File: config.mk
export PLATFORM = sky130hd
export DESIGN_NAME = ucic_top
export DESIGN_NICKNAME = d
export VERILOG_FILES = /design/src/rtl/ucic_pkg.sv /design/src/rtl/ucic_top.sv
export VERILOG_INCLUDE_DIRS = /design/src /design/src/rtl
export SDC_FILE = /design/constraint.sdc
export NUM_CORES = 1
export LEC_CHECK = 0
export BUFFER_PORTS_ARGS = -buffer_cell sky130_fd_sc_hd__buf_2
export CAP_MARGIN = 20
export CORE_MARGIN = 2
export CORE_UTILIZATION = 30
export DETAILED_ROUTE_END_ITERATION = 12
export HOLD_SLACK_MARGIN = 0.15
export PLACE_DENSITY_LB_ADDON = 0.25
export SLEW_MARGIN = 5
export SYNTH_ARGS = -nofsm -noshare
export SYNTH_HDL_FRONTEND = slang
export SYNTH_SLANG_ARGS = --single-unit
File: constraint.sdc
create_clock -name ref_clk -period 1.95 [get_ports ref_clk]
set_clock_uncertainty 0.2 [all_clocks]
set_input_delay 0 -clock ref_clk [delete_from_list [all_inputs] [get_ports ref_clk]]
set_output_delay 0 -clock ref_clk [all_outputs]
set_load 0.05 [all_outputs]
File: src/rtl/ucic_consts.svh
// constants for the uart control and interrupt configuration block
`ifndef UCIC_CONSTS_SVH
`define UCIC_CONSTS_SVH
`define UCIC_OFF_CTRL 12'h030
`define UCIC_OFF_TRIG 12'h034
`define UCIC_OFF_MASK 12'h038
`define UCIC_OFF_STAT 12'h03C
`define UCIC_BIT_RXEN 9
`define UCIC_BIT_TXEN 8
`define UCIC_BIT_LOOP 7
`define UCIC_BIT_MASTER 0
`define UCIC_POS_RXTRIG 3
`define UCIC_POS_TXTRIG 0
`define UCIC_POS_IRQ 4
`define UCIC_RST_RXEN 1'b1
`define UCIC_RST_TXEN 1'b1
`define UCIC_RST_LOOP 1'b0
`define UCIC_RST_MASTER 1'b0
`define UCIC_RST_TRIG 3'h2
`define UCIC_RST_MASK 7'h00
`define UCIC_LINE_IDLE 1'b1
`endif

File: src/rtl/ucic_pkg.sv
// types for the uart control and interrupt configuration block
package ucic_pkg;
  typedef struct packed {
    logic rx_section_enable;
    logic tx_section_enable;
    logic loopback_select;
    logic port_master_enable;
  } ucic_ctrl_t;
  typedef struct packed {
    logic [2:0] rx_trigger_level;
    logic [2:0] tx_trigger_level;
  } ucic_trig_t;
  typedef struct packed {
    logic overrun;
    logic break_error;
    logic parity_error;
    logic framing_error;
    logic rx_timeout;
  } ucic_err_t;
  typedef struct packed {
    logic overrun;
    logic break_error;
    logic parity_error;
    logic framing_error;
    logic rx_timeout;
    logic tx_level;
    logic rx_level;
  } ucic_irq_t;
endpackage

File: src/rtl/ucic_top.sv
// uart control, trigger level and interrupt mask logic on ahb-lite
`include "ucic_consts.svh"
module ucic_top #(
  parameter int DEPTH = 16,
  parameter int FW = $clog2(DEPTH + 1)
)
(
  input wire logic ref_clk,
  input wire logic reset,
  input wire logic hsel,
  input wire logic [31:0] haddr,
  input wire logic [1:0] htrans,
  input wire logic hwrite,
  input wire logic [2:0] hsize,
  input wire logic [31:0] hwdata,
  input wire logic hready,
  output logic [31:0] hrdata,
  output logic hreadyout,
  output logic hresp,
  input wire ucic_pkg::ucic_err_t err_evt,
  input wire logic tx_busy,
  input wire logic rx_busy,
  input wire logic [FW-1:0] tx_fill,
  input wire logic [FW-1:0] rx_fill,
  input wire logic tx_line,
  input wire logic serial_in,
  output logic serial_out,
  output logic rx_line,
  output logic tx_run,
  output logic rx_run,
  output logic irq
);

  ////////////////////////////////////////////////////////////////////////////
  // trigger code to eighths of the fifo, zero for reserved codes

  function automatic logic [3:0] ucic_eighths(input logic [2:0] code);
    logic [3:0] k;
    k = 4'h0;
    case (code)
      3'h0: k = 4'h1;
      3'h1: k = 4'h2;
      3'h2: k = 4'h4;
      3'h3: k = 4'h6;
      3'h4: k = 4'h7;
      default: k = 4'h0;
    endcase
    return k;
  endfunction

  ////////////////////////////////////////////////////////////////////////////
  // bus and register state

  ucic_pkg::ucic_ctrl_t ctrl_r;
  ucic_pkg::ucic_ctrl_t ctrl_nxt;
  ucic_pkg::ucic_trig_t trig_r;
  ucic_pkg::ucic_trig_t trig_nxt;
  ucic_pkg::ucic_irq_t mask_r;
  ucic_pkg::ucic_irq_t mask_nxt;
  ucic_pkg::ucic_irq_t stat_r;
  ucic_pkg::ucic_irq_t stat_nxt;
  ucic_pkg::ucic_irq_t evt;
  ucic_pkg::ucic_irq_t clr;
  logic dp_wr_r;
  logic dp_wr_nxt;
  logic [11:0] dp_addr_r;
  logic [11:0] dp_addr_nxt;
  logic [31:0] hrdata_r;
  logic [31:0] hrdata_nxt;
  logic irq_r;
  logic irq_nxt;
  logic ap_take;
  logic ap_map;
  logic ap_rd;
  logic rd_stat;

  ////////////////////////////////////////////////////////////////////////////
  // core control state

  logic tx_run_r;
  logic tx_run_nxt;
  logic rx_run_r;
  logic rx_run_nxt;
  logic serial_out_r;
  logic serial_out_nxt;
  logic rx_line_r;
  logic rx_line_nxt;
  logic rx_cond_r;
  logic tx_cond_r;
  logic rx_cond;
  logic tx_cond;
  logic tx_allow;
  logic rx_allow;
  logic [31:0] rx_lhs;
  logic [31:0] rx_rhs;
  logic [31:0] tx_lhs;
  logic [31:0] tx_rhs;

  ////////////////////////////////////////////////////////////////////////////
  // fifo level crossing detection

  always_comb
  begin
    rx_lhs = 32'(rx_fill) * 32'h8;
    tx_lhs = 32'(tx_fill) * 32'h8;
    rx_rhs = 32'(ucic_eighths(trig_r.rx_trigger_level)) * 32'(DEPTH);
    tx_rhs = 32'(ucic_eighths(trig_r.tx_trigger_level)) * 32'(DEPTH);
    // reserved codes never trigger
    rx_cond = (rx_rhs != 32'h0) && (rx_lhs >= rx_rhs);
    tx_cond = (tx_rhs != 32'h0) && (tx_lhs <= tx_rhs);
  end

  always_comb
  begin
    evt = '0;
    evt.overrun = err_evt.overrun;
    evt.break_error = err_evt.break_error;
    evt.parity_error = err_evt.parity_error;
    evt.framing_error = err_evt.framing_error;
    evt.rx_timeout = err_evt.rx_timeout;
    // edge, not level: a fill parked past the trigger fires once
    evt.rx_level = rx_cond & ~rx_cond_r;
    evt.tx_level = tx_cond & ~tx_cond_r;
  end

  ////////////////////////////////////////////////////////////////////////////
  // ahb-lite slave, zero wait states

  always_comb
  begin
    ap_take = hsel & hready & htrans[1];
    ap_map = (haddr[31:12] == 20'h00000) && (haddr[1:0] == 2'h0);
    ap_rd = ap_take & ~hwrite & ap_map;
    rd_stat = ap_rd && (haddr[11:0] == `UCIC_OFF_STAT);
    dp_wr_nxt = ap_take & hwrite & ap_map;
    dp_addr_nxt = ap_take ? haddr[11:0] : dp_addr_r;
    ctrl_nxt = ctrl_r;
    trig_nxt = trig_r;
    mask_nxt = mask_r;
    if (dp_wr_r)
    begin
      case (dp_addr_r)
        `UCIC_OFF_CTRL:
        begin
          ctrl_nxt.rx_section_enable = hwdata[`UCIC_BIT_RXEN];
          ctrl_nxt.tx_section_enable = hwdata[`UCIC_BIT_TXEN];
          ctrl_nxt.loopback_select = hwdata[`UCIC_BIT_LOOP];
          ctrl_nxt.port_master_enable = hwdata[`UCIC_BIT_MASTER];
        end
        `UCIC_OFF_TRIG:
        begin
          trig_nxt.rx_trigger_level = hwdata[`UCIC_POS_RXTRIG +: 3];
          trig_nxt.tx_trigger_level = hwdata[`UCIC_POS_TXTRIG +: 3];
        end
        `UCIC_OFF_MASK: mask_nxt = hwdata[`UCIC_POS_IRQ +: 7];
        default: mask_nxt = mask_r;
      endcase
    end
    // read data built from the post-write value: a read right after a
    // write to the same register sees the new contents
    hrdata_nxt = hrdata_r;
    if (ap_rd)
    begin
      hrdata_nxt = 32'h0;
      case (haddr[11:0])
        `UCIC_OFF_CTRL:
        begin
          hrdata_nxt[`UCIC_BIT_RXEN] = ctrl_nxt.rx_section_enable;
          hrdata_nxt[`UCIC_BIT_TXEN] = ctrl_nxt.tx_section_enable;
          hrdata_nxt[`UCIC_BIT_LOOP] = ctrl_nxt.loopback_select;
          hrdata_nxt[`UCIC_BIT_MASTER] = ctrl_nxt.port_master_enable;
        end
        `UCIC_OFF_TRIG: hrdata_nxt[5:0] = trig_nxt;
        `UCIC_OFF_MASK: hrdata_nxt[`UCIC_POS_IRQ +: 7] = mask_nxt;
        `UCIC_OFF_STAT: hrdata_nxt[`UCIC_POS_IRQ +: 7] = stat_r;
        default: hrdata_nxt = 32'h0;
      endcase
    end
    // read clears, a fresh event in the same cycle survives
    clr = rd_stat ? stat_r : '0;
    stat_nxt = (stat_r & ~clr) | evt;
    irq_nxt = |(stat_nxt & mask_nxt);
  end

  always_ff @(posedge ref_clk)
  begin
    if (reset)
    begin
      ctrl_r.rx_section_enable <= `UCIC_RST_RXEN;
      ctrl_r.tx_section_enable <= `UCIC_RST_TXEN;
      ctrl_r.loopback_select <= `UCIC_RST_LOOP;
      ctrl_r.port_master_enable <= `UCIC_RST_MASTER;
      trig_r.rx_trigger_level <= `UCIC_RST_TRIG;
      trig_r.tx_trigger_level <= `UCIC_RST_TRIG;
      mask_r <= `UCIC_RST_MASK;
      stat_r <= '0;
      dp_wr_r <= 1'b0;
      dp_addr_r <= 12'h000;
      hrdata_r <= 32'h0;
      irq_r <= 1'b0;
    end
    else
    begin
      ctrl_r <= ctrl_nxt;
      trig_r <= trig_nxt;
      mask_r <= mask_nxt;
      stat_r <= stat_nxt;
      dp_wr_r <= dp_wr_nxt;
      dp_addr_r <= dp_addr_nxt;
      hrdata_r <= hrdata_nxt;
      irq_r <= irq_nxt;
    end
  end

  assign hrdata = hrdata_r;
  assign hreadyout = 1'b1;
  assign hresp = 1'b0;
  assign irq = irq_r;

  ////////////////////////////////////////////////////////////////////////////
  // run control and loopback routing

  always_comb
  begin
    tx_allow = ctrl_r.port_master_enable & ctrl_r.tx_section_enable;
    rx_allow = ctrl_r.port_master_enable & ctrl_r.rx_section_enable;
    // a running section only drops once its character is done
    tx_run_nxt = tx_allow | (tx_run_r & tx_busy);
    rx_run_nxt = rx_allow | (rx_run_r & rx_busy);
    // pin idles while looped so the far end sees no traffic
    serial_out_nxt = ctrl_r.loopback_select ? `UCIC_LINE_IDLE : tx_line;
    rx_line_nxt = ctrl_r.loopback_select ? tx_line : serial_in;
  end

  always_ff @(posedge ref_clk)
  begin
    if (reset)
    begin
      tx_run_r <= 1'b0;
      rx_run_r <= 1'b0;
      serial_out_r <= `UCIC_LINE_IDLE;
      rx_line_r <= `UCIC_LINE_IDLE;
      rx_cond_r <= 1'b0;
      tx_cond_r <= 1'b0;
    end
    else
    begin
      tx_run_r <= tx_run_nxt;
      rx_run_r <= rx_run_nxt;
      serial_out_r <= serial_out_nxt;
      rx_line_r <= rx_line_nxt;
      rx_cond_r <= rx_cond;
      tx_cond_r <= tx_cond;
    end
  end

  assign tx_run = tx_run_r;
  assign rx_run = rx_run_r;
  assign serial_out = serial_out_r;
  assign rx_line = rx_line_r;
endmodule

After elaboration in Yosys (flattened, before gate mapping)
Cells that the tools add are included.

Flip-flop bits (word level): 55. Output and inout bits: 39. Input bits: 93. Word-level logic and storage cells: 96.

Reductions and logical operators: 12. Bitwise operators: 21. $lt $le $gt $ge: 2. Multiplexer cells: 16. Equality and inequality tests: 15.

Operator list (count): equality test 12 x 6 -> 1 bit, second input constant (7); case mux 3 bit (5 select lines) (2); two-way mux 7 bit (3); zero test 20 bit (1); nonzero test 9 bit (2); bitwise AND 7 bit (2); bitwise AND 1 bit (12); equality test 3 x 2 -> 1 bit, second input constant (4); two-way mux 6 bit (2); case mux 3 bit (3 select lines) (1); greater-or-equal comparator 8 bit (1); <= comparator 8 bit (1); two-way mux 4 bit (2); NOT 7 bit (1); OR 7 bit (1); OR reduction 7 bit (1); equality test 3 x 1 -> 1 bit, second input constant (2); equality test 3 bit, second input constant (2); zero test 3 bit (2); case mux 1 bit (2 select lines) (3); case mux 2 bit (3 select lines) (1); logical AND 1 bit (4); two-way mux 3 bit (1); NOT 1 bit (3); 4 further kinds (5).

Depth between registers and ports, before layout
Gate-level depths: netlist (run 1).

Depth in word-level cells: 11. Depth in mapped cells: 9. Gate-level depth less buffers: 9.

Worst setup path after synthesis (run 1)
Ideal clock, no wire load.

Path kind: flip-flop to flip-flop. Start point: register dp_addr_r[10]. End point: register ctrl_r[3] in the netlist's numbering. Setup time: 123 ps. Stages on the path, launching flop included: 6. Path buffers: 0. Arrival time: 1740 ps. Clock period less this slack: 2063 ps. Setup slack: -113 ps. Required time: 1627 ps. Path through: dfxtp_1 nor4b_1 nand4b_1 nor2_1 mux2_2 or2_2.

Cells in the longest elaborated chain, start to end: 3.

RTL lines: start: declaration (RTL line ucic_top.sv:66) `logic [11:0] dp_addr_r;`; start signal: assignment (RTL line ucic_top.sv:209) `dp_addr_r <= dp_addr_nxt;`; equality test 12 x 6 -> 1 bit (RTL line ucic_top.sv:142) `case (dp_addr_r)`; two-way mux 4 bit (RTL line ucic_top.sv:142); two-way mux 4 bit (RTL line ucic_top.sv:140) `if (dp_wr_r)`; end signal: assignment (RTL line ucic_top.sv:204) `ctrl_r <= ctrl_nxt;`; end: declaration (RTL line ucic_top.sv:54) `ucic_pkg::ucic_ctrl_t ctrl_r;`.

No other way between the ends. A chain may end at the register's enable or synchronous reset.

Final worst setup path (run 1)
Start point: register dp_addr_r[7]. End point: register hrdata_r[7] (netlist: hrdata[7]).

Cells in the longest elaborated chain, start to end: 4. Elaborated cells on any way between the ends: 7. Those cells by class: eq/ne: 2; mux: 5.

RTL lines: equality test 12 x 6 -> 1 bit (RTL line ucic_top.sv:142); two-way mux 7 bit / two-way mux 4 bit (equally long branches) (RTL line ucic_top.sv:142); two-way mux 7 bit / two-way mux 4 bit (equally long branches) (RTL line ucic_top.sv:140); case mux 3 bit (3 select lines) (*) (RTL line ucic_top.sv:165) `case (haddr[11:0])`; end signal: assignment (RTL line ucic_top.sv:210) `hrdata_r <= hrdata_nxt;`; end: declaration (RTL line ucic_top.sv:68) `logic [31:0] hrdata_r;`.

Every way passes the cells marked *; elsewhere a longest branch is shown, timed or not.

==> metrics.md, run 1 <==
| Metric | Value |
|---|---|
| Status | finished, violations left |
| Failing checks | setup timing |
| Final Wtd Congestion | about 0.8 |
| Post-Synth Simple-Gate Area | between 20 and 25% |
| Post-synth EDFFs | 0 |
| Final period util | 106.3% |
| Via count | between 2k and 3k |
| # H-tree levels | 2 |
| First-pass DRT Iterations | 4 |
| Clock Tree Root | clkbuf_8 |
| Die area | approximately 0.01 mm^2 |
| Gate power share | 19.4% |
| Pwr/cell area | ~500 mW/mm^2 |
| Clock sinks | between 50 and 60 |
| Main combinational cell family by area after synthesis | simple AND/OR/NAND/NOR gates |
| DP HPWL | approximately 5500 um |
| Clock Latency Late Sink | just over 0.3 ns |
| Top post-synthesis cells by count | dfxtp_1 (55), nand2_1 (42), nor2_1 (32) |
| Hold Vio Cnt, Final | 0 |
| Wirelength per Cell | approximately 13 um |
| Leakage power | approximately 1.9 nW |
| Post-Syn Area | 0.002716 mm^2 |
| Synth Area in Compound Gates | 14.14% |
| Antenna Nets Post-Route | 0 |
| DRC viols | 0 |
| Initial antenna violation count | 0 |
| Top_reg_cell synth | dfxtp_1 |
| Largest net degree at the start of global routing | 24 |
| Register area share after synthesis | about two fifths |
| Mux cell area share after synthesis | under 10% |
| Setup ws final | -0.1220 ns |
| Reg power frac | 52.5% |
| Hold WC Path Type | in2reg |
| Worst Setup Path Type | reg2reg |
| Filler cells | between 800 and 900 |
| GRT Total Usage | 16.18% |
| Die width | 99.16 um |
| Cell Count, Final, Fillers Out | 603 |
| Synth warn | 0 |
| Num CTS Buffers | 5 |
| Count leader, synth | dfxtp_1 |
| Global-route wire length before repair | 12900 um |
| CTS tree | yes |
| Synthesized instance count | roughly 310 |
| Arrival @ worst endpoint | 2.08 ns |
| DIE HEIGHT | a little under 100 um |
| Top post-synthesis cells by area | dfxtp_1 (41%), mux2i_1 (6.6%), buf_4 (6.4%) |
| Area of the multi-input gates | around 0.0017 mm^2 |
| XOR/XNOR Fraction of Synth Area | 0% |
| RSZ-0062 raised after global routing | true |
| # diodes | 0 |
| Ys async rst share | 0% |
| Avg Cell Area, Syn | 8.678 um^2 |
| Power Total | 2.212 mW |
| Reg2Reg Setup Slack | -0.12 ns |
| CP max FO | 4 |
| Setup violators final | 12 |
| Top-area cell type share of the netlist area | 40.53% |
| Switching portion of total power | roughly 28% |
| FF/Latch Area | between 0.001 and 0.0015 mm^2 |
| Placed cell count | 523 |
| Yosys cell types | 53 |
| Layout cells sized above 1 | about 37% |
| IO buf count | 83 |
| Layout area overhead | 62.60% |
| Grt ovf | 0 |
| Num rows | 34 |
| Worst hold slack | 0.09893 ns |
| Max VDD drop | ~330 uV |
| CP Capture Type | register |
| Crit path required time | approximately 2.0 ns |
| Via-to-Cell Ratio | ~4.7 |
| Count of state elements after synthesis | 55 |
| Max-Cap Viols | 0 |
| Internal | approximately 1.6 mW |
| Final Max Tran Viols | 0 |
| Starting Density | between 30% and 40% |
| Tmin final | just over 2 ns |
| Clock Power Share | around 28% |
| Clock Pin Slew Worst Setup and Hold Paths | about 0.090 ns |
| Final Net Count | 593 |
| Drt initial violations | 53 |
| Most area-hungry cell type in the Yosys netlist | dfxtp_1 |
| Switching power | ~620 uW |
| Fmax | about 0.48 GHz |
| Startpoint types | register |
| Synth Area in Adders | roughly 2.8% |
| Final wirelength | 8026 um |
| Number of I/O pins | 132 |
| CTS Buffer Depth | 2 |
| Vias in the first global route | between 2k and 3k |
| CORE AREA | between 0.008 and 0.009 mm^2 |
[power groups by stage]
| stage | registers (mW) | logic, mW | clock network (mW) |
|---|---|---|---|
| floorplan | 1.19 | 0.224 | 0 |
| global placement | 1.18 | 0.318 | 0 |
| detailed placement | 1.18 | 0.321 | 0 |
| CTS | 1.16 | 0.405 | 0.639 |
| global route | 1.16 | 0.465 | 0.686 |
| finish | 1.16 | 0.429 | 0.621 |
[routing by layer]
| metal | up-vias | wire length [um] | GRT usage (%) |
|---|---|---|---|
| li1 | 1402 | - | - |
| met1 | 1321 | 3557 | 19.52 |
| met2 | 69 | 4017 | 29.89 |
| met3 | 15 | 285 | 1.476 |
| met4 | 0 | 165 | 5.690 |
| met5 | - | 0 | 0 |
[state kept, by name, indices dropped and copies added, names as in the netlist]
| signal | count |
|---|---|
| hrdata | 11 |
| ctrl_r | 4 |
| dp_addr_r | 12 |
| dp_wr_r | 1 |
| serial_out | 1 |
| rx_cond_r | 1 |
| mask_r | 7 |
| tx_cond_r | 1 |
| tx_run | 1 |
| irq | 1 |
| stat_r | 7 |
| rx_line | 1 |
| rx_run | 1 |
| trig_r | 6 |
[area by class of cell]
| type | instances | share of cell area, % |
|---|---|---|
| clock inverters | 1 | 0.1133 |
| multi-input cells | 236 | 37.62 |
| inverters | 6 | 0.5099 |
| well taps | 108 | 3.059 |
| clock buffers | 7 | 1.728 |
| flip-flops and latches | 55 | 25.24 |
| repair buffers | 190 | 31.73 |
[worst paths after layout]
path,cells after the start,end,start
setup / recovery,8,hrdata[7]$_SDFFE_PP0P_,dp_addr_r[7]$_SDFFE_PP0P_
hold reg to reg,2,dp_addr_r[5]$_SDFFE_PP0P_,dp_addr_r[5]$_SDFFE_PP0P_
hold / removal,6,stat_r[3]$_SDFF_PP0_,haddr[21]
setup reg to reg,8,hrdata[7]$_SDFFE_PP0P_,dp_addr_r[7]$_SDFFE_PP0P_
[what timing repair did]
item / 4_1_cts / 5_1_grt
endpoints found under the hold margin: 55 / 1
setup endpoints to repair: 16 / 26
hold buffers: 63 / 3
gates resized for setup: 21 / 45
buffers inserted: 2 / 5
pin swaps: 9 / 19
[cell families (layout without fill, tap and decap cells)]
group | Yosys count | count (layout)
mux | 21 | 21
simple gates | 127 | 127
compound gates | 59 | 59
buf+inv | 43 | 204
flops | 55 | 55
fa+ha+maj | 6 | 6
other cells | 2 | 23
[metrics by stage]
stage | setup slack [ns] | TNS, ns | instance area (um^2) | utilization, %
after floorplan | -0.05512 | -0.05512 | 2813 | -
after global routing | -0.2297 | -2.536 | 4417 | 50.40
final | -0.1220 | -0.7746 | 4417 | 50.40
after global placement | -0.1815 | -1.194 | 3390 | 38.68
after detailed placement | -0.2145 | -1.803 | 3390 | 38.68
after CTS | -0.1389 | -1.178 | 4184 | 47.74
[cell usage in the layout (no fill, tap or decap), types with 4 or more instances in the layout]
master,count
a21oi_1,15
buf_2,83
buf_4,38
buf_6,4
clkbuf_8,5
conb_1,23
dfxtp_1,46
dfxtp_2,8
dlygate4sd3_1,63
ha_1,6
inv_1,6
mux2i_1,12
nand2_1,42
nand2b_1,6
nand3_1,5
nor2_1,29
nor2b_1,4
o21ai_1,7
o21ai_2,6
[worst max-delay path: stages, from the launching register on]
cell	delay (ns)
dfxtp_2	0.34
nor4bb_4	0.31
nand4b_1	0.17
buf_4	0.17
nor2_4	0.17
buf_6	0.13
mux2_4	0.30
o21ai_2	0.11
o21ai_1	0.07
Note: power is estimated with default switching activity, not from simulation.
==> run 2, diff against run 1 <==
--- a/config.mk
+++ b/config.mk
@@ -6,6 +6,7 @@
 export SDC_FILE = /design/constraint.sdc
 export NUM_CORES = 1
 export LEC_CHECK = 0
+export ABC_AREA = 1
 export BUFFER_PORTS_ARGS = -buffer_cell sky130_fd_sc_hd__buf_2
 export CAP_MARGIN = 20
 export CORE_MARGIN = 2
==> constraint.sdc (replaced) <==
create_clock -name ref_clk -period 1.95 [get_ports ref_clk]
set_clock_uncertainty 0.2 [all_clocks]
set_input_delay 0.39 -clock ref_clk [delete_from_list [all_inputs] [get_ports ref_clk]]
set_output_delay 0.39 -clock ref_clk [all_outputs]
set_load 0.05 [all_outputs]
==> run 2 against run 1 <==
The run still ends with setup timing left. Area after synthesis grew 6.2%. Fmax shrank 0.61%. Routed wire length shrank 8.7%. Sequential power is essentially flat. Setup slack lost 0.013 ns. Synthesized cell count grew 33%. Final cell count grew 12%. Clock-buffer cell count shrank 2. Sequential share of layout area grew 2.9 points. Largest power group unchanged.
==> metrics.md, run 2 <==
| Metric | Value |
|---|---|
| Status | finished, violations left (unchanged) |
| Failing checks | setup timing (unchanged) |
| Post-synth EDFFs | 0 (unchanged) |
| Count of state elements after synthesis | 55 (unchanged) |
| Crit path from | trig_r[1]$_SDFF_PP1_ (was dp_addr_r[7]$_SDFFE_PP0P_) |
| Number of I/O pins | 132 (unchanged) |
| Number of flip-flops in the largest register | 12 (unchanged) |
| Hold WC Path Type | in2reg (unchanged) |
| Yosys cell types | 38 (was 53) |
| Register area share after synthesis | 38.18% (was 40.53%) |
| Die area | 0.01041 mm^2 (was 0.009832 mm^2) |
| Drt initial violations | 83 (was 53) |
| Arrival @ worst endpoint | 2.13 ns (was 2.08 ns) |
| Clock Tree Root | clkbuf_8 (unchanged) |
| Worst hold slack | 0.1631 ns (was 0.09893 ns) |
| Setup ws final | -0.1347 ns (was -0.1220 ns) |
| Fmax | 0.4797 GHz (was 0.4826 GHz) |
| Synthesized instance count | 415 (was 313) |
| Hold Vio Cnt, Final | 0 (unchanged) |
| Largest net degree at the start of global routing | 32 (was 24) |
| Top-area cell type share of the netlist area | 38.18% (was 40.53%) |
| Reg2reg path depth | 13 (was 8) |
| Max VDD drop | 311.0 uV (was 332.3 uV) |
| Clock Latency Late Sink | 0.30 ns (was 0.31 ns) |
| Top post-synthesis cells by count | nand2_1 (89), dfxtp_1 (55), inv_1 (55) (was dfxtp_1 (55), nand2_1 (42), nor2_1 (32)) |
| Grt ovf | 0 (unchanged) |
| Global-route wire length before repair | 12160 um (was 12900 um) |
| Tmin final | 2.085 ns (was 2.072 ns) |
| Final period util | 106.9% (was 106.3%) |
| Most common cell after layout, fill and taps aside | nand2_1 (was buf_2) |
| Critical path destination | irq$_SDFF_PP0_ (was hrdata[7]$_SDFFE_PP0P_) |
| Avg Cell Area, Syn | 6.949 um^2 (was 8.678 um^2) |
| R2R Path Start | trig_r[1]$_SDFF_PP1_ (was dp_addr_r[7]$_SDFFE_PP0P_) |
| Commonest cells after routing, fill and taps aside | nand2_1 (84), buf_2 (83), inv_1 (53), dfxtp_1 (53), nor2_1 (42) (was buf_2 (83), dlygate4sd3_1 (63), dfxtp_1 (46)) |
| Post-Syn Area | 0.002884 mm^2 (was 0.002716 mm^2) |
| CORE AREA | 0.009284 mm^2 (was 0.008763 mm^2) |
| Top post-synthesis cells by area | dfxtp_1 (38%), nand2_1 (12%), inv_1 (7.2%) (was dfxtp_1 (41%), mux2i_1 (6.6%), buf_4 (6.4%)) |
| Ys async rst share | 0% (unchanged) |
| Setup violators final | 1 (was 12) |
| CTS Buffer Depth | 2 (unchanged) |
| Via-to-Cell Ratio | 4.287 (was 4.655) |
| Layout cells sized above 1 | 31.26% (was 36.97%) |
| DRC viols | 0 (unchanged) |
| Worst Setup Path Type | reg2reg (unchanged) |
| Via count | 2898 (was 2807) |
| CP max FO | 3 (was 4) |
| Num CTS Buffers | 5 (unchanged) |
| GRT Total Usage | 14.63% (was 16.18%) |
| CP Capture Type | register (unchanged) |
| Num rows | 35 (was 34) |
| IO buf count | 83 (unchanged) |
| Die width | 102.0 um (was 99.16 um) |
| Layout area overhead | 35.88% (was 62.60%) |
| CTS tree | yes (unchanged) |
| Count leader, synth | nand2_1 (was dfxtp_1) |
| Antenna Nets Post-Route | 0 (unchanged) |
| Leakage power | 1.995 nW (was 1.928 nW) |
| DP HPWL | 5718 um (was 5467 um) |
| Clock Pin Slew Worst Setup and Hold Paths | 0.11 ns (was 0.09 ns) |
| Pre-CTS setup slack | -0.1820 ns (was -0.2145 ns) |
| Final Max Tran Viols | 0 (unchanged) |
| Wirelength per Cell | 10.84 um (was 13.31 um) |
| Max-Cap Viols | 0 (unchanged) |
| Most area-hungry cell type in the Yosys netlist | dfxtp_1 (unchanged) |
| Crit path required time | 2.00 ns (was 1.95 ns) |
| Top_reg_cell synth | dfxtp_1 (unchanged) |
| # diodes | 0 (unchanged) |
| Initial antenna violation count | 0 (unchanged) |
| Reg2Reg Setup Slack | -0.13 ns (was -0.12 ns) |
| Pwr/cell area | 557.1 mW/mm^2 (was 500.8 mW/mm^2) |
| Clock sinks | 55 (unchanged) |
| R2R Path End | irq$_SDFF_PP0_ (was hrdata[7]$_SDFFE_PP0P_) |
| Final Net Count | 645 (was 593) |
| Placed cell count | 648 (was 523) |
| Starting Density | 31.06% (was 31.00%) |
| RSZ-0062 raised after global routing | true (unchanged) |
| Final Wtd Congestion | 0.7743 (was 0.7863) |
| Synth warn | 0 (unchanged) |
| # H-tree levels | 2 (unchanged) |
| First-pass DRT Iterations | 4 (unchanged) |
| Final wirelength | 7330 um (was 8026 um) |
| DIE HEIGHT | 102.0 um (was 99.16 um) |
| Cell Count, Final, Fillers Out | 676 (was 603) |
| Largest register by flop count | dp_addr_r (unchanged) |
| Setup TNS | -0.1347 ns (was -0.7746 ns) |
| Vias in the first global route | 2851 (was 2886) |
| Startpoint types | register (unchanged) |
[run 2: cell count changes in the layout (fill, tap and decap cells not counted), sizes merged, moves of 10 or more]
| cell | previous run | this run |
|---|---|---|
| inv | 6 | 60 |
| nand2 | 42 | 95 |
| dlygate4sd3 | 63 | 14 |
| nor2 | 32 | 50 |
| o21ai | 13 | 31 |
| nand3 | 5 | 22 |
| mux2i | 18 | 2 |
| a21oi | 20 | 30 |
[run 2: layout make-up]
cell class	instances	area, um^2
Fill cell	1009	5365
Multi-Input combinational cell	287	1476
Sequential cell	55	1104
Timing Repair Buffer	136	852.1
Inverter	61	232.7
Tap cell	129	161.4
Clock buffer	5	68.82
Clock inverter	3	23.77
[run 2: worst min path at each step]
stage | start | to | slack [ns] | cells after the start
after floorplan | dp_addr_r[6]$_SDFFE_PP0P_ | dp_addr_r[6]$_SDFFE_PP0P_ | 0.22 | 2
after global placement | dp_addr_r[6]$_SDFFE_PP0P_ | dp_addr_r[6]$_SDFFE_PP0P_ | 0.24 | 2
after detailed placement | dp_addr_r[6]$_SDFFE_PP0P_ | dp_addr_r[6]$_SDFFE_PP0P_ | 0.24 | 2
after CTS | hwdata[8] | ctrl_r[2]$_SDFF_PP1_ | 0.15 | 3
after global routing | hwdata[8] | ctrl_r[2]$_SDFF_PP1_ | 0.18 | 3
final | hwdata[8] | ctrl_r[2]$_SDFF_PP1_ | 0.16 | 3
[run 2: logic make-up after synthesis]
group	synth area share [%]
AO/OA/AOI/OAI	12.54
multiplexers	0.6942
AND/OR/NAND/NOR	30.24
adder cells (fa/ha/maj)	2.603
buffers and inverters	15.49
other	0.2604
flip-flops	38.18
[run 2: critical path, cell delays in order (launching register included)]
cell	delay, ns
dfxtp_2	0.34
o21ai_2	0.16
o21ai_1	0.10
ha_1	0.31
a21oi_1	0.13
o21ai_1	0.07
nand2_1	0.07
nand3_2	0.08
or2_4	0.25
nand2_2	0.06
nand2_2	0.06
nand2_1	0.06
nor2_1	0.04
a21oi_1	0.11
[run 2: layer usage]
layer	GRT usage, %	vias to the layer above	wire length (um)
li1	-	1524	-
met2	27.07	69	3657
met1	17.45	1295	3287
met4	4.308	0	112
met5	0	-	0
met3	2.189	10	272
[run 2: stage by stage]
step	cell area (um^2)	util [%]	power, mW
2_1_floorplan	2965	-	1.432
4_1_cts	3837	41.33	2.201
3_5_place_dp	3573	38.49	1.517
6_report	3919	42.21	2.183
3_3_place_gp	3573	38.49	1.511
5_1_grt	3919	42.21	2.284
[run 2: power breakdown]
group | internal [mW] | switching, mW
Clock | 0.261 | 0.402
Sequential | 1.15 | 0.0124
Combinational | 0.128 | 0.228
[run 2: repair_timing]
action	4_1_cts	5_1_grt
hold buffers	14	0
endpoints found under the setup margin	2	4
gates resized for setup	7	18
setup buffers	1	5
endpoints found under the hold margin	14	0
pin swaps	4	12
